`config.mk`:
```
export PLATFORM = sky130hd
export DESIGN_NAME = lcfg_top
export DESIGN_NICKNAME = d
export VERILOG_FILES = /design/src/inc/lcfg_pkg.sv /design/src/lcfg_mode_dec.sv /design/src/lcfg_frame_div.sv /design/src/lcfg_top.sv
export SDC_FILE = /design/constraint.sdc
export NUM_CORES = 1
export LEC_CHECK = 0
export BUFFER_PORTS_ARGS = -buffer_cell sky130_fd_sc_hd__buf_2
export CORE_MARGIN = 2
export CORE_UTILIZATION = 40
export DETAILED_ROUTE_END_ITERATION = 8
export MAX_ROUTING_LAYER = met4
export PLACE_DENSITY_LB_ADDON = 0.3
export SLEW_MARGIN = 20
export SYNTH_ARGS = -nofsm -noshare
export SYNTH_HDL_FRONTEND = slang
export SYNTH_SLANG_ARGS = --single-unit
export TNS_END_PERCENT = 30
```
`constraint.sdc`:
```
create_clock -name CLK_SYS_I -period 8.56 [get_ports CLK_SYS_I]
set_input_delay 0.856 -clock CLK_SYS_I [delete_from_list [all_inputs] [get_ports CLK_SYS_I]]
set_output_delay 0.856 -clock CLK_SYS_I [all_outputs]
set_load 0.005 [all_outputs]
```
`src/inc/lcfg_pkg.sv`:
```
package lcfg_pkg;
   // register byte offsets
   localparam logic [7:0] OFS_DISP   = 8'h00;
   localparam logic [7:0] OFS_PUMP   = 8'h04;
   localparam logic [7:0] OFS_ADDR   = 8'h08;
   localparam logic [7:0] OFS_FRAME  = 8'h0C;
   localparam logic [7:0] OFS_OTP    = 8'h10;
   localparam logic [7:0] OFS_STATUS = 8'h14;
   localparam logic [7:0] OFS_LINE   = 8'h18;
   // field positions, display register
   localparam int DISP_ON_BIT   = 0;
   localparam int INV_BIT       = 1;
   localparam int ALLPIX_BIT    = 2;
   localparam int VFLIP_BIT     = 3;
   localparam int BRFLIP_BIT    = 4;
   localparam int ORDER_BIT     = 5;
   localparam int VADDR_BIT     = 6;
   localparam int CLKEXT_BIT    = 7;
   localparam int TCOMP_BIT     = 8;
   localparam int GBW_BIT       = 9;
   // pump register
   localparam int PUMP_ON_BIT   = 0;
   localparam int PUMP_MUL_LSB  = 4;
   // address register
   localparam int COL_LSB       = 0;
   localparam int BANK_LSB      = 8;
   // frame register
   localparam int DIV_LSB       = 0;
   localparam int TUNE_LSB      = 4;
   // otp register
   localparam int CALIB_BIT     = 0;
   localparam int OVAPPLY_BIT   = 1;
   localparam int DEFSEL_BIT    = 2;
   localparam int PROG_BIT      = 3;
   // line register
   localparam int NLINE_LSB     = 0;
   localparam int SFINV_BIT     = 7;
   // reset values
   localparam logic       RST_DISP_ON = 1'b0;
   localparam logic       RST_INV     = 1'b0;
   localparam logic       RST_ALLPIX  = 1'b1;
   localparam logic       RST_TCOMP   = 1'b1;
   localparam logic [1:0] RST_PUMPMUL = 2'h0;
   localparam logic [6:0] RST_NLINE   = 7'b0001101;
   localparam logic [2:0] RST_DIV     = 3'b001;
   localparam logic [2:0] RST_TUNE    = 3'b110;
   // oscillator figures
   localparam int OSC_BASE_KHZ  = 400;
   localparam int TUNE_STEP_PCT = 4;
   // display mode
   typedef enum logic [2:0] {
      MODE_OFF, MODE_PDOWN, MODE_NORMAL, MODE_INVERSE, MODE_ALLON
   } lcfg_mode_e;
   // maker field set
   typedef struct packed {
      logic [1:0] pump_mul;
      logic [6:0] nline;
      logic       sfinv;
      logic [2:0] div;
      logic [2:0] tune;
   } lcfg_maker_s;
   // power outputs
   typedef struct packed {
      logic rows_gnd;
      logic osc_run;
      logic hv_on;
   } lcfg_power_s;
   // division ratio for a code
   function automatic logic [13:0] lcfg_ratio(input logic [2:0] code);
      case (code)
         3'd0:    lcfg_ratio = 14'd2448;
         3'd1:    lcfg_ratio = 14'd3265;
         3'd2:    lcfg_ratio = 14'd4082;
         3'd3:    lcfg_ratio = 14'd4896;
         3'd4:    lcfg_ratio = 14'd5714;
         3'd5:    lcfg_ratio = 14'd7340;
         3'd6:    lcfg_ratio = 14'd8968;
         default: lcfg_ratio = 14'd11428;
      endcase
   endfunction
endpackage

```
`src/lcfg_mode_dec.sv`:
```
`timescale 1ns/100ps
module lcfg_mode_dec
   import lcfg_pkg::*;
(
   input  wire logic        disp_on_i,  // display enable
   input  wire logic        allpix_i,   // all pixels force
   input  wire logic        inv_i,      // inverse video
   output lcfg_mode_e       mode_o,     // decoded mode
   output lcfg_power_s      power_o     // power controls
);
   // mode and power decode
   always_comb begin
      mode_o  = MODE_NORMAL;
      power_o = '{rows_gnd: 1'b0, osc_run: 1'b1, hv_on: 1'b1};
      if (!disp_on_i && !allpix_i) begin
         mode_o  = MODE_OFF;
         power_o = '{rows_gnd: 1'b1, osc_run: 1'b1, hv_on: 1'b1};
      end else if (!disp_on_i) begin
         mode_o  = MODE_PDOWN;
         power_o = '{rows_gnd: 1'b1, osc_run: 1'b0, hv_on: 1'b0};
      end else if (allpix_i) begin
         mode_o  = MODE_ALLON;
      end else if (inv_i) begin
         mode_o  = MODE_INVERSE;
      end
   end
endmodule

```
`src/lcfg_frame_div.sv`:
```
`timescale 1ns/100ps
module lcfg_frame_div
   import lcfg_pkg::*;
(
   input  wire logic        clk_i,      // system clock
   input  wire logic        rst_i,      // async reset high
   input  wire logic        osc_tick_i, // oscillator enable pulse
   input  wire logic [2:0]  div_i,      // divider code
   output logic             frame_o,    // frame pulse
   output logic [2:0]       div_act_o   // code in use
);
   logic [13:0] cnt;
   always_ff @(posedge clk_i or posedge rst_i) begin
      if (rst_i) begin
         cnt       <= 14'h0000;
         div_act_o <= RST_DIV;
         frame_o   <= 1'b0;
      end else begin
         frame_o <= 1'b0;
         if (osc_tick_i) begin
            if (cnt == 14'h0000) begin
               cnt       <= lcfg_ratio(div_i) - 14'd1;
               div_act_o <= div_i;
               frame_o   <= 1'b1;
            end else begin
               cnt <= cnt - 14'd1;
            end
         end
      end
   end
endmodule

```
`src/lcfg_top.sv`:
```
// The placing of the registers and register access over AHB-Lite were decided locally.
`timescale 1ns/100ps
module lcfg_top
   import lcfg_pkg::*;
#(
   parameter int CLK_KHZ = 10000            // system clock rate
)(
   input  wire logic        CLK_SYS_I,      // system clock
   input  wire logic        SYS_RST_I,      // async reset high
   input  wire logic        HARD_CLEAR_N_I, // reset pin, active low
   input  wire logic        OTP_LOCKED_FLAG_I,  // otp_locked_flag bit
   input  wire logic        OTP_FACTORY_LOCK_I, // factory lock bit
   input  wire logic [15:0] OTP_MAKER_I,    // otp maker fields
   input  wire logic [1:0]  HTRANS_I,       // ahb transfer type
   input  wire logic        HSEL_I,         // ahb select
   input  wire logic [31:0] HADDR_I,        // ahb address
   input  wire logic        HWRITE_I,       // ahb write
   input  wire logic [2:0]  HSIZE_I,        // ahb size
   input  wire logic [31:0] HWDATA_I,       // ahb write data
   input  wire logic        HREADY_I,       // ahb ready in
   output logic [31:0]      HRDATA_O,       // ahb read data
   output logic             HREADYOUT_O,    // ahb ready out
   output logic             HRESP_O,        // ahb response
   output lcfg_mode_e       MODE_O,         // display mode
   output lcfg_power_s      POWER_O,        // power controls
   output logic             RAM_WR_OK_O,    // ram writes allowed
   output logic             OTP_PROG_EN_O,  // otp programming allowed
   output logic             FRAME_O,        // frame pulse
   output logic [1:0]       PUMP_MUL_O,     // pump multiplier code
   output logic [2:0]       PUMP_FACTOR_O,  // multiplier value 4..7
   output logic             CHARGE_PUMP_ON_O, // pump enable
   output logic             RAM_BIT_ORDER_SWAP_O, // msb/lsb swap
   output logic             VADDR_O,        // vertical addressing
   output logic             VERTICAL_FLIP_O,  // vertical mirror
   output logic             BOTTOM_ROW_FLIP_O, // bottom row mirror
   output logic             CLOCK_SOURCE_EXT_O, // external clock
   output logic             TEMP_COMP_ON_O, // temperature comp
   output logic             OTP_VOLTAGE_APPLY_O, // otp offset on
   output logic             GREYSCALE_BW_SELECT_O, // b/w mode
   output logic [6:0]       COL_ADDR_O,     // column address
   output logic [4:0]       BANK_ADDR_O,    // bank address
   output logic [6:0]       LINE_INVERSION_COUNT_O, // n-line count
   output logic             SUPERFRAME_INVERT_O, // superframe inv
   output logic [2:0]       TUNE_O,         // tune in use
   output logic [15:0]      OSC_KHZ_O       // nominal osc rate
);
   // pin sync and combined reset
   logic [2:0] pin_sync;
   logic       clear_req;
   logic       rst;
   always_ff @(posedge CLK_SYS_I or posedge SYS_RST_I) begin
      if (SYS_RST_I) begin
         pin_sync <= 3'b111;
      end else begin
         pin_sync <= {pin_sync[1:0], HARD_CLEAR_N_I};
      end
   end
   always_ff @(posedge CLK_SYS_I or posedge SYS_RST_I) begin
      if (SYS_RST_I) begin
         clear_req <= 1'b0;
      end else if (pin_sync[2] == pin_sync[1]) begin
         clear_req <= ~pin_sync[1];
      end
   end
   // clear_req comes from a flop, so the combined async reset is glitch free
   assign rst = SYS_RST_I | clear_req;

   // bus address phase capture
   logic       ph_wr;
   logic       ph_rd;
   logic [7:0] ph_addr;
   logic       acc;
   assign acc = HSEL_I & HTRANS_I[1] & HREADY_I;
   always_ff @(posedge CLK_SYS_I or posedge rst) begin
      if (rst) begin
         ph_wr   <= 1'b0;
         ph_rd   <= 1'b0;
         ph_addr <= 8'h00;
      end else begin
         ph_wr   <= acc & HWRITE_I;
         ph_rd   <= acc & ~HWRITE_I;
         ph_addr <= HADDR_I[7:0];
      end
   end
   // one wait state on reads, so a write landing at the
   // read's address edge is already visible in the mux
   assign HREADYOUT_O = ~ph_rd;
   assign HRESP_O     = 1'b0;

   // configuration storage
   logic disp_on, inv, allpix;
   logic calib, prog_req;
   lcfg_maker_s host_mk;
   lcfg_maker_s use_mk;
   logic sealed, flock;
   assign sealed = OTP_LOCKED_FLAG_I;
   assign flock  = OTP_FACTORY_LOCK_I;

   // display register
   always_ff @(posedge CLK_SYS_I or posedge rst) begin
      if (rst) begin
         disp_on               <= RST_DISP_ON;
         inv                   <= RST_INV;
         allpix                <= RST_ALLPIX;
         VERTICAL_FLIP_O       <= 1'b0;
         BOTTOM_ROW_FLIP_O     <= 1'b0;
         RAM_BIT_ORDER_SWAP_O  <= 1'b0;
         VADDR_O               <= 1'b0;
         CLOCK_SOURCE_EXT_O    <= 1'b0;
         TEMP_COMP_ON_O        <= RST_TCOMP;
         GREYSCALE_BW_SELECT_O <= 1'b0;
      end else if (ph_wr && ph_addr == OFS_DISP) begin
         disp_on               <= HWDATA_I[DISP_ON_BIT];
         inv                   <= HWDATA_I[INV_BIT];
         allpix                <= HWDATA_I[ALLPIX_BIT];
         VERTICAL_FLIP_O       <= HWDATA_I[VFLIP_BIT];
         BOTTOM_ROW_FLIP_O     <= HWDATA_I[BRFLIP_BIT];
         RAM_BIT_ORDER_SWAP_O  <= HWDATA_I[ORDER_BIT];
         VADDR_O               <= HWDATA_I[VADDR_BIT];
         CLOCK_SOURCE_EXT_O    <= HWDATA_I[CLKEXT_BIT];
         TEMP_COMP_ON_O        <= HWDATA_I[TCOMP_BIT];
         GREYSCALE_BW_SELECT_O <= HWDATA_I[GBW_BIT];
      end
   end

   // pump enable and maker fields; locked fields ignore writes
   always_ff @(posedge CLK_SYS_I or posedge rst) begin
      if (rst) begin
         CHARGE_PUMP_ON_O <= 1'b0;
         host_mk          <= '{pump_mul: RST_PUMPMUL, nline: RST_NLINE, sfinv: 1'b0,
                               div: RST_DIV, tune: RST_TUNE};
      end else if (ph_wr) begin
         if (ph_addr == OFS_PUMP) begin
            CHARGE_PUMP_ON_O <= HWDATA_I[PUMP_ON_BIT];
         end
         if (!flock) begin
            if (ph_addr == OFS_PUMP) begin
               host_mk.pump_mul <= HWDATA_I[PUMP_MUL_LSB +: 2];
            end
            if (ph_addr == OFS_FRAME) begin
               host_mk.div  <= HWDATA_I[DIV_LSB +: 3];
               host_mk.tune <= HWDATA_I[TUNE_LSB +: 3];
            end
            if (ph_addr == OFS_LINE) begin
               host_mk.nline <= HWDATA_I[NLINE_LSB +: 7];
               host_mk.sfinv <= HWDATA_I[SFINV_BIT];
            end
         end
      end
   end

   // ram address register
   always_ff @(posedge CLK_SYS_I or posedge rst) begin
      if (rst) begin
         COL_ADDR_O  <= 7'h00;
         BANK_ADDR_O <= 5'h00;
      end else if (ph_wr && ph_addr == OFS_ADDR) begin
         COL_ADDR_O  <= HWDATA_I[COL_LSB +: 7];
         BANK_ADDR_O <= HWDATA_I[BANK_LSB +: 5];
      end
   end

   // otp control register
   always_ff @(posedge CLK_SYS_I or posedge rst) begin
      if (rst) begin
         calib               <= 1'b0;
         prog_req            <= 1'b0;
         OTP_VOLTAGE_APPLY_O <= 1'b0;
      end else if (ph_wr && ph_addr == OFS_OTP) begin
         calib               <= HWDATA_I[CALIB_BIT] & ~sealed;
         prog_req            <= HWDATA_I[PROG_BIT];
         OTP_VOLTAGE_APPLY_O <= HWDATA_I[OVAPPLY_BIT];
      end
   end
   logic defsel;
   always_ff @(posedge CLK_SYS_I or posedge rst) begin
      if (rst) begin
         defsel <= 1'b0;
      end else if (ph_wr && ph_addr == OFS_OTP) begin
         defsel <= HWDATA_I[DEFSEL_BIT];
      end
   end
   assign OTP_PROG_EN_O = calib & prog_req;

   assign use_mk = (defsel | flock) ? lcfg_maker_s'(OTP_MAKER_I) : host_mk;
   assign PUMP_MUL_O             = use_mk.pump_mul;
   assign PUMP_FACTOR_O          = {1'b0, use_mk.pump_mul} + 3'd4;
   assign LINE_INVERSION_COUNT_O = use_mk.nline;
   assign SUPERFRAME_INVERT_O    = use_mk.sfinv;
   assign TUNE_O                 = use_mk.tune;
   assign OSC_KHZ_O = 16'(OSC_BASE_KHZ + (OSC_BASE_KHZ * TUNE_STEP_PCT * int'(use_mk.tune)) / 100);

   // mode decode
   lcfg_mode_dec u_mode (
      .disp_on_i (disp_on),
      .allpix_i  (allpix),
      .inv_i     (inv),
      .mode_o    (MODE_O),
      .power_o   (POWER_O)
   );
   assign RAM_WR_OK_O = 1'b1;

   // oscillator tick: phase accumulator at tuned rate
   // tick rate caps at one per clock, keep OSC_KHZ_O below CLK_KHZ
   logic [15:0] osc_acc;
   logic        osc_tick;
   logic [16:0] osc_sum;
   assign osc_sum = {1'b0, osc_acc} + {1'b0, OSC_KHZ_O};
   always_ff @(posedge CLK_SYS_I or posedge rst) begin
      if (rst) begin
         osc_acc  <= 16'h0000;
         osc_tick <= 1'b0;
      end else if (!POWER_O.osc_run) begin
         osc_tick <= 1'b0;
      end else if (osc_sum >= 17'(CLK_KHZ)) begin
         osc_acc  <= 16'(osc_sum - 17'(CLK_KHZ));
         osc_tick <= 1'b1;
      end else begin
         osc_acc  <= osc_sum[15:0];
         osc_tick <= 1'b0;
      end
   end

   lcfg_frame_div u_div (
      .clk_i      (CLK_SYS_I),
      .rst_i      (rst),
      .osc_tick_i (osc_tick),
      .div_i      (use_mk.div),
      .frame_o    (FRAME_O),
      .div_act_o  ()
   );

   // read mux
   logic [31:0] next_rdata;
   always_comb begin
      next_rdata = 32'h0000_0000;
      unique case (ph_addr)
         OFS_DISP:   next_rdata = {22'h0, GREYSCALE_BW_SELECT_O, TEMP_COMP_ON_O, CLOCK_SOURCE_EXT_O, VADDR_O,
                                   RAM_BIT_ORDER_SWAP_O, BOTTOM_ROW_FLIP_O, VERTICAL_FLIP_O, allpix, inv, disp_on};
         OFS_PUMP:   next_rdata = {26'h0, use_mk.pump_mul, 3'h0, CHARGE_PUMP_ON_O};
         OFS_ADDR:   next_rdata = {19'h0, BANK_ADDR_O, 1'b0, COL_ADDR_O};
         OFS_FRAME:  next_rdata = {25'h0, use_mk.tune, 1'b0, use_mk.div};
         OFS_OTP:    next_rdata = {28'h0, prog_req, defsel, OTP_VOLTAGE_APPLY_O, calib};
         OFS_STATUS: next_rdata = {24'h0, flock, sealed, OTP_PROG_EN_O, 2'h0, MODE_O};
         OFS_LINE:   next_rdata = {24'h0, use_mk.sfinv, use_mk.nline};
         default:    next_rdata = 32'h0000_0000;
      endcase
   end
   always_ff @(posedge CLK_SYS_I or posedge rst) begin
      if (rst) begin
         HRDATA_O <= 32'h0000_0000;
      end else if (ph_rd) begin
         // taken in the wait cycle, held until the next read
         HRDATA_O <= next_rdata;
      end
   end

   // checks
   AST_PDOWN: assert property (@(posedge CLK_SYS_I) disable iff (rst)
      (!disp_on && allpix) |-> (MODE_O == MODE_PDOWN && !POWER_O.osc_run && !POWER_O.hv_on))
      else $error("power-down decode wrong");
   AST_OFF: assert property (@(posedge CLK_SYS_I) disable iff (rst)
      (!disp_on && !allpix) |-> (POWER_O.rows_gnd && POWER_O.osc_run && POWER_O.hv_on))
      else $error("display-off decode wrong");
   AST_ALLON: assert property (@(posedge CLK_SYS_I) disable iff (rst)
      (disp_on && allpix && inv) |-> MODE_O == MODE_ALLON)
      else $error("all-on priority wrong");
   AST_INV: assert property (@(posedge CLK_SYS_I) disable iff (rst)
      (disp_on && !allpix && inv) |-> (MODE_O == MODE_INVERSE && !POWER_O.rows_gnd))
      else $error("inverse decode wrong");
   AST_OTP_LOCKED_FLAG: assert property (@(posedge CLK_SYS_I) disable iff (rst)
      sealed && $stable(sealed) |=> !$rose(calib))
      else $error("calibration entered while sealed");
   AST_PROG: assert property (@(posedge CLK_SYS_I) disable iff (rst)
      OTP_PROG_EN_O |-> calib)
      else $error("programming outside calibration");
   AST_LOCK: assert property (@(posedge CLK_SYS_I) disable iff (rst)
      flock && $stable(flock) |=> $stable(host_mk))
      else $error("locked field changed");
   AST_OTPSEL: assert property (@(posedge CLK_SYS_I) disable iff (rst)
      (defsel || flock) |-> (LINE_INVERSION_COUNT_O == OTP_MAKER_I[13:7] && TUNE_O == OTP_MAKER_I[2:0]))
      else $error("otp data not in use");
   AST_PUMP: assert property (@(posedge CLK_SYS_I) disable iff (rst)
      PUMP_FACTOR_O[2] && PUMP_FACTOR_O[1:0] == PUMP_MUL_O)
      else $error("pump factor wrong");
   AST_COL: assert property (@(posedge CLK_SYS_I) disable iff (rst)
      (ph_wr && ph_addr == OFS_ADDR) |=> COL_ADDR_O == $past(HWDATA_I[6:0]))
      else $error("column address not stored");
   AST_RDCOL: assert property (@(posedge CLK_SYS_I) disable iff (rst)
      (acc && !HWRITE_I && HADDR_I[7:0] == OFS_ADDR) |=>
         !HREADYOUT_O ##1 (HREADYOUT_O && HRDATA_O[6:0] == COL_ADDR_O))
      else $error("column read-back wrong");
   AST_OSCSTOP: assert property (@(posedge CLK_SYS_I) disable iff (rst)
      !POWER_O.osc_run |=> !osc_tick)
      else $error("oscillator ticks in power-down");
   AST_RST: assert property (@(posedge CLK_SYS_I) disable iff (SYS_RST_I)
      $fell(clear_req) |-> (MODE_O == MODE_PDOWN && TEMP_COMP_ON_O && (flock || TUNE_O == RST_TUNE)))
      else $error("reset state wrong");
   COV_NORMAL: cover property (@(posedge CLK_SYS_I) MODE_O == MODE_NORMAL);
   COV_INV:    cover property (@(posedge CLK_SYS_I) MODE_O == MODE_INVERSE);
   COV_PDOWN:  cover property (@(posedge CLK_SYS_I) MODE_O == MODE_PDOWN);
   COV_ALLON:  cover property (@(posedge CLK_SYS_I) MODE_O == MODE_ALLON);
   COV_FRAME:  cover property (@(posedge CLK_SYS_I) FRAME_O);
endmodule

```
== After elaboration in Yosys (flattened, before gate mapping) ==
Cells that the tools add are included.

* Register bits: 121
* Latch bits: 0
* RAM bits: 0
* ROM bits: 0
* Output and inout bits: 96
* Word-level logic and storage cells: 97
* Memories: 0

* Add/sub/neg operators: 6
* $mul: 1
* Divide/modulo/power cells: 1
* Magnitude comparators: 1
* Eq/ne operators: 13
* Shifts and indexed selects: 0
* Muxes and demuxes: 17
* Bitwise operators: 13
* Reduce and logical (&&, ||, !) cells: 13

{| class="wikitable"
|+ Operator list
! kind !! number
|-
| 14-bit one-hot mux with 7 select lines || 1
|-
| 13-bit one-hot mux with 7 select lines || 1
|-
| 14-bit 2-to-1 mux || 3
|-
| 32-bit by 8-bit divider with 32-bit output, second input constant || 1
|-
| 16-bit 2-to-1 mux || 2
|-
| 14-bit by 1-bit subtractor with 14-bit output, second input constant || 2
|-
| 8-bit by 5-bit == test with 1-bit output, second input constant || 3
|-
| 16-bit by 16-bit adder with 17-bit output || 1
|-
| 17-bit by 14-bit >= comparator with 1-bit output, second input constant || 1
|-
| 10-bit by 16-bit adder with 16-bit output, first input constant || 1
|-
| 8-bit by 4-bit == test with 1-bit output, second input constant || 2
|-
| 16-bit by 14-bit subtractor with 16-bit output, second input constant || 1
|-
| 3-bit 2-to-1 mux || 5
|-
| 14-bit logical NOT || 1
|-
| 3-bit == test, second input constant || 3
|-
| 3-bit AND reduction || 3
|-
| 8-bit by 3-bit == test with 1-bit output, second input constant || 1
|-
| 8-bit logical NOT || 1
|-
| 5-bit by 3-bit multiplier with 8-bit output, first input constant || 1
|-
| 1-bit bitwise AND || 6
|-
| 3-bit by 2-bit == test with 1-bit output, second input constant || 2
|-
| 1-bit 2-to-1 mux || 5
|-
| 1-bit inverter || 5
|-
| 1-bit logical AND || 4
|-
| 7 further kinds || 9
|}

== Logic depth before layout (Yosys ltp) ==
Gate-level depths: netlist (run 1).

* Depth after elaboration: 9
* Gate-level depth with buffers: 31

== Cells and area by module ==
A second synthesis (run 1) with hierarchy kept.

* Cell total of the unflattened synthesis: 691
* Area total of the unflattened synthesis: 6,872.8 µm²

{| class="wikitable"
|+ By module, submodules not included
! module !! times used !! cells each !! area each (µm²)
|-
| lcfg_top || 1 || 546 || 5,609.1
|-
| lcfg_frame_div || 1 || 139 || 1,212.4
|-
| lcfg_mode_dec || 1 || 6 || 51.3
|}

== Worst setup path after synthesis (run 1) ==
OpenSTA, ideal clock, no wires.

* Kind: input -> register
* Start point: in OTP_FACTORY_LOCK_I
* End point: reg osc_acc[7]
* Library setup time: 0.129 ns
* Arrival time: 6.914 ns
* Path slack: 1.517 ns
* Stages: 27
* Cells stage by stage: nor2_1 -> buf_2 -> mux2_2 -> ha_1 -> ha_1 -> clkbuf_1 -> a211oi_1 -> a21o_1 -> nor2_1 -> a211oi_1 -> a21oi_1 -> xor2_1 -> a21oi_1 -> o21a_1 -> ha_1 -> inv_1 -> fa_1 -> and3b_1 -> o221a_2 -> o221a_2 -> nor4_1 -> or4b_1 -> o221a_4 -> and2_4 -> buf_6 -> a211oi_1 -> a211oi_1

* Longest elaborated chain between the ends: 8
* Elaborated cells on any way between the ends: 9
* Classes of those cells: add/sub: 3; mul: 1; div: 1; order compare: 1; mux: 2; bitwise: 1

{| class="wikitable"
|+ Ends and longest elaborated chain
! what !! line !! RTL
|-
| start: declaration || lcfg_top.sv:12 || <nowiki>input wire logic OTP_FACTORY_LOCK_I,</nowiki>
|-
| 1-bit OR * || lcfg_top.sv:185 || <nowiki>assign use_mk = (defsel | flock) ? lcfg_maker_s'(OTP_MAKER_I) : host_mk;</nowiki>
|-
| 16-bit 2-to-1 mux * || lcfg_top.sv:185 ||
|-
| via TUNE_O[1] || lcfg_top.sv:44 || <nowiki>output logic [2:0] TUNE_O,</nowiki>
|-
| 5-bit by 3-bit multiplier with 8-bit output * || lcfg_top.sv:191 || <nowiki>assign OSC_KHZ_O = 16'(OSC_BASE_KHZ + (OSC_BASE_KHZ * TUNE_STEP_PCT * int'(use_mk.tune)) / 100);</nowiki>
|-
| 32-bit by 8-bit divider with 32-bit output * || lcfg_top.sv:191 ||
|-
| 10-bit by 16-bit adder with 16-bit output * || lcfg_top.sv:191 ||
|-
| via OSC_KHZ_O[0] || lcfg_top.sv:45 || <nowiki>output logic [15:0] OSC_KHZ_O</nowiki>
|-
| 16-bit by 16-bit adder with 17-bit output * || lcfg_top.sv:208 || <nowiki>assign osc_sum = {1'b0, osc_acc} + {1'b0, OSC_KHZ_O};</nowiki>
|-
| 16-bit by 14-bit subtractor with 16-bit output / 17-bit by 14-bit >= comparator with 1-bit output (equally long branches) || lcfg_top.sv:216, lcfg_top.sv:215 ||
|-
| 16-bit 2-to-1 mux * || lcfg_top.sv:215 || <nowiki>end else if (osc_sum >= 17'(CLK_KHZ)) begin</nowiki>
|-
| end signal: assignment || lcfg_top.sv:216 || <nowiki>osc_acc <= 16'(osc_sum - 17'(CLK_KHZ));</nowiki>
|-
| end signal: assignment || lcfg_top.sv:219 || <nowiki>osc_acc <= osc_sum[15:0];</nowiki>
|-
| end: declaration || lcfg_top.sv:205 || <nowiki>logic [15:0] osc_acc;</nowiki>
|}

The timed path passes the listed nets; every way through them passes the cells marked *.
A chain may end at the register's enable or synchronous reset.

== Worst setup path in the final report (run 1) ==
* Start point: in OTP_FACTORY_LOCK_I
* End point: reg osc_acc[12]

* Longest elaborated chain between the ends: 8
* Elaborated cells on any way between the ends: 9
* Classes of those cells: add/sub: 3; mul: 1; div: 1; order compare: 1; mux: 2; bitwise: 1

{| class="wikitable"
|+ Ends and longest elaborated chain
! what !! line
|-
| 1-bit OR * || lcfg_top.sv:185
|-
| 16-bit 2-to-1 mux * || lcfg_top.sv:185
|-
| 5-bit by 3-bit multiplier with 8-bit output * || lcfg_top.sv:191
|-
| 32-bit by 8-bit divider with 32-bit output * || lcfg_top.sv:191
|-
| 10-bit by 16-bit adder with 16-bit output * || lcfg_top.sv:191
|-
| 16-bit by 16-bit adder with 17-bit output * || lcfg_top.sv:208
|-
| 16-bit by 14-bit subtractor with 16-bit output / 17-bit by 14-bit >= comparator with 1-bit output (equally long branches) || lcfg_top.sv:216, lcfg_top.sv:215
|-
| 16-bit 2-to-1 mux * || lcfg_top.sv:215
|}

Mark *: on every way between the ends. The rest lies on a longest branch, timed or not.

==> results of run 1 <==
-- worst paths after layout --
check                                   startpoint           to  slack, ns  cells after the start
max in group asynchronous                SYS_RST_I   ph_addr[2]       6.71                      4
worst max-delay path            OTP_FACTORY_LOCK_I  osc_acc[12]       1.03                     25
worst min-delay path                   pin_sync[0]  pin_sync[1]       0.36                      0
min in group asynchronous                SYS_RST_I    clear_req       0.40                      2
worst min register to register         pin_sync[0]  pin_sync[1]       0.36                      0
worst max register to register              defsel  osc_acc[12]       1.25                     24
-- critical path, stage by stage --
cell and delay [ns]:
buf_2 0.15, nor2_2 0.45, mux2_2 0.52, ha_1 0.34, ha_1 0.41, a211oi_1 0.36
a21o_1 0.27, nor2_1 0.07, a211oi_1 0.28, a21oi_1 0.13, xor2_1 0.17, a21oi_1 0.36
o21a_1 0.23, ha_1 0.17, inv_1 0.05, fa_1 0.40, and3b_1 0.31, o221a_2 0.31
o221a_2 0.28, nor4_1 0.08, or4b_1 0.62, o221a_4 0.30, nand2_1 0.32, o21ai_0 0.13
a211oi_1 0.23
-- kinds of logic after synthesis --
group | after synthesis
simple gates | 213
buf+inv | 86
xor+xnor | 21
fa+ha+maj | 30
other cells | 2
mux | 68
flops | 102
compound gates | 182
-- cell usage after synthesis (3+ instances only) --
master	count	area (sq um)
a21o_1	9	67.56
nor2_1	44	165.2
a21oi_1	31	155.2
nand2_1	59	221.5
o2bb2ai_1	9	78.83
nand4b_1	4	35.03
nand3b_1	4	30.03
and2_1	7	43.79
inv_1	31	116.4
o31ai_1	3	22.52
nand3_1	20	100.1
a211oi_1	11	82.58
dfstp_2	11	289.0
nor2b_1	8	50.05
a221oi_1	8	70.07
o22ai_1	3	18.77
or2_2	6	37.54
xnor2_1	13	113.9
a31oi_1	12	75.07
o211ai_1	11	82.58
a22oi_1	8	60.06
and3_1	10	62.56
o21a_1	12	90.09
mux2_2	55	619.3
o2111ai_1	3	26.28
dfrtp_1	91	2277
o21ai_0	32	160.2
clkbuf_1	18	67.56
mux2i_1	13	130.1
nor3_1	13	65.06
nor4_1	7	43.79
buf_4	31	232.7
nand2b_1	13	81.33
xor2_1	8	70.07
ha_1	29	362.9
-- routing by layer --
metal | wire [um] | vias up | global-route usage
met5 | 0 | - | -
met3 | 840 | 18 | 0.03995
met4 | 238 | 0 | 0.05319
met2 | 8313 | 168 | 0.3196
li1 | - | 2727 | -
met1 | 7761 | 2718 | 0.2567
-- state kept, by name, indices dropped and copies added (netlist names), 3 cells and up --
register,cells
HRDATA_O,13
ph_addr,8
u_div.cnt,14
COL_ADDR_O,7
BANK_ADDR_O,5
pin_sync,3
osc_acc,16
host_mk,16
-- cell type report --
type | count | area, sq um
clock inverters | 7 | 65.06
fillers | 1600 | 8843
repair buffers | 119 | 610.6
diodes | 3 | 7.507
multi-input cells | 542 | 3811
well taps | 220 | 275.3
inverters | 32 | 120.1
clock buffers | 9 | 225.2
flip-flops and latches | 102 | 2566
-- power by group --
group	switching (mW)	internal, mW	total, mW	leakage, nW
logic	0.552	0.418	0.970	2.15
registers	0.0934	0.562	0.655	1.27
clock network	0.206	0.204	0.410	0.137
==> out/summary.txt, run 1 <==
CP max FO - 12
Post-layout worst setup margin - 1.025 ns
First-pass GRT wire length - 27570 um
Routed wire per std cell - 16.59 um
Root buffer cell - clkbuf_16
Largest net degree at the start of global routing - 58
Max cap viols - 0
Core area - 16520 sq um
Total power - 2.036 mW
Placed cell count - 1015
Critical Path RT - 8.81 ns
Pwr Density - 265.0 nW/um^2
YS warnings - 0
VDD IR max - 0.0002131 V
Synth Area per Inst - 9.544 sq um
Clock Tree Buf Depth - 2
Synthesized cell area - 6719 sq um
Critical path startpoint category - primary input
Final setup viols - 0
Clock Skew - 0.009290 ns
Total track usage - 0.1987
Area growth syn-to-layout - 14.32%
Setup CP Type - primary input to register
Worst hold-check path type - register to register
Final wirelength - 17150 um
Number of global-route vias before repair - 5309
Final worst path period share - 0.8802
RSZ-0062 raised after global routing - false
Routed vias/inst - 5.446
Placed instance area - 7383 sq um
Status - complete, no violations
IO Count - 189
Setup TNS - 0 ns
DP HPWL - 12750 um
Dominant synthesized flop cell - dfrtp_1
Pins Over Slew Limit - 0
Clock slew seen by the registers of the worst setup and hold paths - 0.07 ns
Postcts setup bufs - 0
Vias - 5631
Residual overflow from global routing - 0
Finished Core Util - 0.4648
Tmin final - 7.535 ns
CTS Buf Count - 9
Most frequent cells in the layout - buf_2 (113), dfrtp_1 (91), nand2_1 (59), mux2_2 (55), nor2_1 (42)
Non-Filler Instances - 1034
CP Data Arrival Time - 7.79 ns
Worst Tran Pin Value - 0.8569 ns
Post-synthesis mux area share - 0.1115
Post-CTS Resized - 0
EDFF count, synth - 0
Endpoint type of the worst setup path - register
Compound-cell area share of the yosys netlist - 0.1914
Xor/xnor share of the synthesized area - 0.02737
Initial antenna violation count - 3
Clock sinks - 102
Residual DRC - 0
Final Hold Fails - 0
Die Span X - 133.6 um
Drt first-iter violations - 325
Share of cells above drive strength 1 - 0.2737
Synth Area in Adders - 0.05698
Slew HR - 0.4243
Final Instance Area - 7681 sq um
GP Congestion - 0.9032
Clock Latency Late Sink - 0.35 ns
Die area - 17850 sq um
Post-synthesis sequential area ratio - 0.3819
Max Freq - 132.7 MHz
Async SR Flop Fraction - 1.000
Rows - 47
Die height - 133.6 um
Synth Area in Simple Gates - 0.1628
Cells after Synth - 704
Clock tree from TritonCTS - yes
Number of nets in the layout - 929
Starting Density - 0.4066
Routed Antenna Nets - 0
Lkg Pwr - 3.558 nW
Port bufs - 113
CTS H-Tree Depth - 3
Synth cell types - 79
Pre-CTS WS - 0.6943 ns
Commonest non-fill, non-tap cell in the layout - buf_2
First-pass DRT Iterations - 5
CTS hold repair buffers - 0
Synth Register Bits - 102
Largest family of logic cells by synthesized area - compound AO/OA/AOI/OAI gates
Final hold slack - 0.3567 ns
No activity file was read; power rests on OpenSTA's default activity.
==> run 2, diff against run 1 <==
CELL_PAD_IN_SITES_DETAIL_PLACEMENT = 1   (was not set)
CELL_PAD_IN_SITES_GLOBAL_PLACEMENT = 2   (was not set)
CORE_UTILIZATION = 32   (was 40)
==> run 2 against run 1 <==
  * Hold slack gained 0.0036 ns
  * Combinational power grew 4%
  * Critical endpoint unchanged
  * Sequential power is essentially flat
  * Final cell count grew 5.0%
  * Clock skew grew 0.0038 ns
  * Register-to-register slack gained 0.16 ns
  * Cell area grew 1.3%
==> out/summary.txt, run 2 (synthesis results as in run 1) <==
Status - complete, no violations
Share of cells above drive strength 1 - 0.2725 (-0.001233)
Clock Skew - 0.01309 ns (+0.003803 ns)
Final Hold Fails - 0 (unchanged)
RSZ-0062 raised after global routing - false
M1 GR Usage - 0.2463 (-0.01044)
Met2 Use GR - 0.3265 (+0.006910)
Largest stage delay on the critical path - 0.49 ns (-0.13 ns)
Root buffer cell - clkbuf_16
Final wirelength - 20430 um (+19%)
Critical path startpoint category - primary input
Slew HR - 0.3988 (-0.02551)
Drt first-iter violations - 242 (-26%)
Largest net degree at the start of global routing - 61 (+5.2%)
Residual overflow from global routing - 0 (unchanged)
Hold wc startpoint - pin_sync[0]
Commonest non-fill, non-tap cell in the layout - buf_2
Switch Pwr - 0.8870 mW (+4.2%)
Total power - 2.103 mW (+3.3%)
RR Startpoint - defsel
GRT busiest layer - met2
Setup TNS - 0 ns (unchanged)
CTS Buf Count - 9 (unchanged)
Sw Ratio - 0.4217 (+0.003356)
Clock Latency Late Sink - 0.36 ns (about the same)
Most frequent cells in the layout - buf_2 (113), dfrtp_1 (91), nand2_1 (59), mux2_2 (55), nor2_1 (42)
Core area - 20820 sq um (+26%)
Int Pwr - 1.216 mW (+2.7%)
Final setup viols - 0 (unchanged)
Most frequent CP cell - ha_1
Reg2reg end - osc_acc[12]
Worst Tran Pin Value - 0.8878 ns (+0.03082 ns)
Post-CTS Resized - 0 (unchanged)
Endpoint type of the worst setup path - register
Vias - 5755 (+2.2%)
Combinational share of power - 0.481 (+0.004)
Fill cell count - 2438 (+52%)
Antenna diode count - 0 (-3)
Routed Antenna Nets - 0 (unchanged)
CP max FO - 12 (unchanged)
Clock slew seen by the registers of the worst setup and hold paths - 0.07 ns (about the same)
Hold Path Cell Cnt - 0 (unchanged)
CTS hold repair buffers - 0 (unchanged)
CP Buf/Inv Count - 3 (+1)
VDD IR max - 0.0001088 V (-49%)
Worst R2R Path Depth - 27 (+13%)
DP HPWL - 15520 um (+22%)
Die Span X - 148.9 um (+11%)
Number of nets in the layout - 929 (unchanged)
Residual DRC - 0 (unchanged)
Max Freq - 136.3 MHz (+2.7%)
Power share of the clock group - 0.208 (+0.007)
Final worst path period share - 0.8569 (-0.02337)
Die area - 22170 sq um (+24%)
First-pass DRT Iterations - 4 (-1)
Total track usage - 0.1951 (-0.003600)
Number of global-route vias before repair - 6008 (+13%)
Routed wire per std cell - 18.82 um (+13%)
R2r setup slk - 1.41 ns (+0.16 ns)
Critical Path RT - 8.82 ns (about the same)
CTS H-Tree Depth - 3 (unchanged)
Sequential share of power - 0.312 (-0.010)
Rows - 53 (+13%)
Crit path max-delay family - compound AO/OA/AOI/OAI gates
Clock Tree Buf Depth - 2 (unchanged)
Hold Crit Endpoint - pin_sync[1]
Postcts setup bufs - 0 (unchanged)
Worst hold-check path type - register to register
Met3 usage - 0.02141 (-0.01855)
Port bufs - 113 (unchanged)
Area growth syn-to-layout - 15.75%
First-pass GRT wire length - 32860 um (+19%)
CP Data Arrival Time - 7.59 ns (-0.20 ns)
GP Congestion - 0.8949 (-0.92%)
Lkg Pwr - 3.577 nW (+0.55%)
Clock tree from TritonCTS - yes
Pins Over Slew Limit - 0 (unchanged)
Clock sinks - 102 (unchanged)
Starting Density - 0.3227 (-0.08393)
Die height - 148.9 um (+11%)
Worst path slowest cell - mux2_2
Routed vias/inst - 5.299 (-2.7%)
Setup CP Type - primary input to register
Tmin final - 7.335 ns (-0.2001 ns)
IO Count - 189 (unchanged)
Initial antenna violation count - 0 (-3)
Largest registers - host_mk: 16 flops, osc_acc: 16 flops, u_div.cnt: 14 flops
Pwr Density - 270.4 nW/um^2 (+2.1%)
Max cap viols - 0 (unchanged)
==> run 2: cell types whose count changed in the layout (fill, tap and decap cells not counted), sizes merged <==
cell and delta:
diode -3, clkinvlp -2, bufinv +1, clkbuf +1, clkinv -1, inv +1
==> run 2: how the worst max path moves through the flow <==
stage | slack [ns] | cells after the start | start | end
4_1_cts | 1.23 | 28 | OTP_FACTORY_LOCK_I | osc_acc[12]
3_3_place_gp | 1.00 | 28 | OTP_FACTORY_LOCK_I | osc_acc[12]
2_1_floorplan | 1.52 | 27 | OTP_FACTORY_LOCK_I | osc_acc[7]
3_5_place_dp | 0.88 | 25 | OTP_FACTORY_LOCK_I | osc_acc[8]
6_report | 1.23 | 28 | OTP_FACTORY_LOCK_I | osc_acc[12]
5_1_grt | 0.58 | 28 | OTP_FACTORY_LOCK_I | osc_acc[8]
==> run 2: worst reg2reg max path: cells and delay by family (launching register included) <==
family / cells / cell delay (ns)
simple gates: 9 / 1.78
flops: 1 / 0.44
xor+xnor: 1 / 0.18
mux: 1 / 0.49
fa+ha+maj: 5 / 1.49
buf+inv: 2 / 0.16
compound gates: 9 / 2.51
==> run 2: stage by stage <==
| stage | cells | utilization | setup WS, ns | instance area, sq um | hold WS (ns) |
|---|---|---|---|---|---|
| 2_1_floorplan | 730 | - | 1.517 | 6817 | 0.3452 |
| 3_3_place_gp | 1069 | 0.3575 | 1.005 | 7445 | 0.3494 |
| 3_5_place_dp | 1069 | 0.3575 | 0.8765 | 7445 | 0.3482 |
| 4_1_cts | 1085 | 0.3722 | 1.232 | 7750 | 0.3604 |
| 5_1_grt | 1086 | 0.3735 | 0.5850 | 7777 | 0.3621 |
| 6_report | 1086 | 0.3735 | 1.225 | 7777 | 0.3602 |
==> run 2: final cells by class <==
class,instances,area [sq um],share of cell area
Clock buffer,10,229.0,0.02944
Timing Repair Buffer,119,630.6,0.08108
Clock inverter,6,76.32,0.009813
Multi-Input combinational cell,542,3811,0.4900
Sequential cell,102,2566,0.3300
Tap cell,275,344.1,0.04424
Inverter,32,120.1,0.01544
==> run 2: layer usage <==
metal | part of all wire | vias up
li1 | - | 2720
met1 | 0.44 | 2904
met2 | 0.51 | 106
met3 | 0.034 | 25
met4 | 0.022 | 0
met5 | 0 | -
==> run 2: power groups by stage <==
stage,clock [mW],sequential (mW),combinational [mW]
6_report,0.437,0.656,1.01
5_1_grt,0.466,0.672,1.14
4_1_cts,0.453,0.655,1.02
3_5_place_dp,0,0.663,1.01
3_3_place_gp,0,0.658,0.970
2_1_floorplan,0,0.616,0.805
==> run 3, diff against run 2 <==
CELL_PAD_IN_SITES_DETAIL_PLACEMENT = 0   (was 1)
SLEW_MARGIN = not set   (was 20)
==> run 3 against run 2 <==
  * Global-route usage decreased by 1.7 points
  * Via count fell by 1.4%
  * First-iteration DRC count down 4.1%
  * Final cell count barely moved
  * Critical path type unchanged
  * Critical endpoint unchanged
==> out/summary.txt, run 3 (synthesis results as in run 1) <==
Status - complete, no violations
DP HPWL - 14400 um (-7.2%)
Worst hold-check path type - register to register
Combinational share of power - 0.483 (+0.002)
Slew HR - 0.2841 (-0.1147)
Placed instance area - 7445 sq um (unchanged)
Postcts setup bufs - 0 (unchanged)
Power share of the clock group - 0.198 (-0.010)
CTS H-Tree Depth - 3 (unchanged)
Most frequent cells in the layout - buf_2 (113), dfrtp_1 (91), nand2_1 (59), mux2_2 (55), nor2_1 (42)
Routed vias/inst - 5.232 (-1.3%)
Die height - 148.9 um (unchanged)
Residual DRC - 0 (unchanged)
Switch Pwr - 0.8620 mW (-2.8%)
Sequential share of power - 0.320 (+0.008)
Tmin final - 7.238 ns (-0.09650 ns)
VDD IR max - 0.00009783 V (-10%)
Setup CP Type - primary input to register
Die area - 22170 sq um (unchanged)
Number of global-route vias before repair - 5673 (-5.6%)
Pwr Density - 264.6 nW/um^2 (-2.1%)
Crit path max-delay family - compound AO/OA/AOI/OAI gates
Worst path slowest cell - or4b_1
Lkg Pwr - 3.551 nW (-0.74%)
Finished Core Util - 0.3711 (-0.002404)
Final setup viols - 0 (unchanged)
Final wirelength - 19010 um (-7.0%)
CP Buf/Inv Count - 2 (-1)
Max cap viols - 0 (unchanged)
Share of cells above drive strength 1 - 0.2716 (-0.0008981)
Max Freq - 138.2 MHz (+1.3%)
Initial antenna violation count - 0 (unchanged)
Endpoint type of the worst setup path - register
GP Congestion - 0.8949 (unchanged)
Clock tree from TritonCTS - yes
Clock Tree Buf Depth - 2 (unchanged)
Clock Latency Late Sink - 0.36 ns (about the same)
RSZ-0062 raised after global routing - false
First-pass GRT wire length - 30380 um (-7.6%)
Final Instance Area - 7727 sq um (-0.64%)
Largest net degree at the start of global routing - 61 (unchanged)
Worst Tran Pin Value - 1.071 ns (+0.1835 ns)
Clock slew seen by the registers of the worst setup and hold paths - 0.07 ns (about the same)
Core area - 20820 sq um (unchanged)
Antenna diode count - 0 (unchanged)
Clock Skew - 0.01304 ns (-0.00005350 ns)
CP max FO - 12 (unchanged)
Clock sinks - 102 (unchanged)
Total track usage - 0.1785 (-0.01663)
Drt first-iter violations - 232 (-4.1%)
CTS Buf Count - 9 (unchanged)
Sw Ratio - 0.4215 (about the same)
Rows - 53 (unchanged)
Starting Density - 0.3227 (unchanged)
Int Pwr - 1.183 mW (-2.7%)
Vias - 5677 (-1.4%)
Commonest non-fill, non-tap cell in the layout - buf_2
Routed Antenna Nets - 0 (unchanged)
CTS hold repair buffers - 0 (unchanged)
Critical path startpoint category - primary input
Final Hold Fails - 0 (unchanged)
Critical Path RT - 8.82 ns (about the same)
CP Data Arrival Time - 7.49 ns (-0.10 ns)
Number of nets in the layout - 928 (-0.11%)
Root buffer cell - clkbuf_16
IO Count - 189 (unchanged)
Port bufs - 113 (unchanged)
Die Span X - 148.9 um (unchanged)
Pins Over Slew Limit - 0 (unchanged)
Area growth syn-to-layout - 15.01%
Largest registers - host_mk: 16 flops, osc_acc: 16 flops, u_div.cnt: 14 flops
Final worst path period share - 0.8456 (-0.01127)
Largest stage delay on the critical path - 0.62 ns (+0.13 ns)
Routed wire per std cell - 17.52 um (-6.9%)
Post-CTS Resized - 0 (unchanged)
Residual overflow from global routing - 0 (unchanged)
First-pass DRT Iterations - 4 (unchanged)
Setup TNS - 0 ns (unchanged)
## run 3: changes by cell type in the layout (fill, tap and decap cells not counted)
cell and change:
bufinv_16 -1, clkinv_4 +1, buf_16 -1, inv_6 -1, clkinvlp_4 +1
## run 3: stage by stage
step / setup slack, ns / hold slack (ns) / total power, mW / std cells
floorplan: 1.517 / 0.3452 / 1.421 / 730
global placement: 1.005 / 0.3494 / 1.629 / 1069
detailed placement: 0.9940 / 0.3473 / 1.647 / 1069
CTS: 1.332 / 0.3611 / 2.060 / 1085
global route: 0.7883 / 0.3623 / 2.215 / 1085
finish: 1.322 / 0.3604 / 2.045 / 1085
## run 3: path summary, 6_finish.rpt
| path | start | to | slack, ns | depth (start not counted) |
|---|---|---|---|---|
| max | OTP_FACTORY_LOCK_I | osc_acc[12] | 1.32 | 25 |
| max reg2reg | defsel | osc_acc[12] | 1.52 | 24 |
| max in group asynchronous | SYS_RST_I | u_div.cnt[5] | 6.34 | 3 |
| min | pin_sync[0] | pin_sync[1] | 0.36 | 0 |
| min in group asynchronous | SYS_RST_I | clear_req | 0.39 | 2 |
| min reg2reg | pin_sync[0] | pin_sync[1] | 0.36 | 0 |
## run 3: area by class of cell
cell class / count / area [sq um]
fill: 2193 / 13100
multi-input combinational: 542 / 3811
sequential: 102 / 2566
timing repair buffer: 118 / 603.1
tap: 275 / 344.1
clock buffer: 10 / 229.0
inverter: 32 / 120.1
clock inverter: 6 / 53.80
## run 3: power by group through the flow
stage,Sequential (mW),Clock [mW],Combinational [mW]
final,0.654,0.404,0.987
after global routing,0.668,0.434,1.11
after CTS,0.652,0.418,0.991
after detailed placement,0.660,0,0.987
after global placement,0.658,0,0.970
after floorplan,0.616,0,0.805
## run 3: layer usage
layer / vias to the layer above / GRT usage / part of all wire
li1: 2719 / - / -
met1: 2804 / 0.2214 / 0.44
met2: 132 / 0.2972 / 0.50
met3: 22 / 0.03211 / 0.043
met4: 0 / 0.05476 / 0.021
met5: - / - / 0
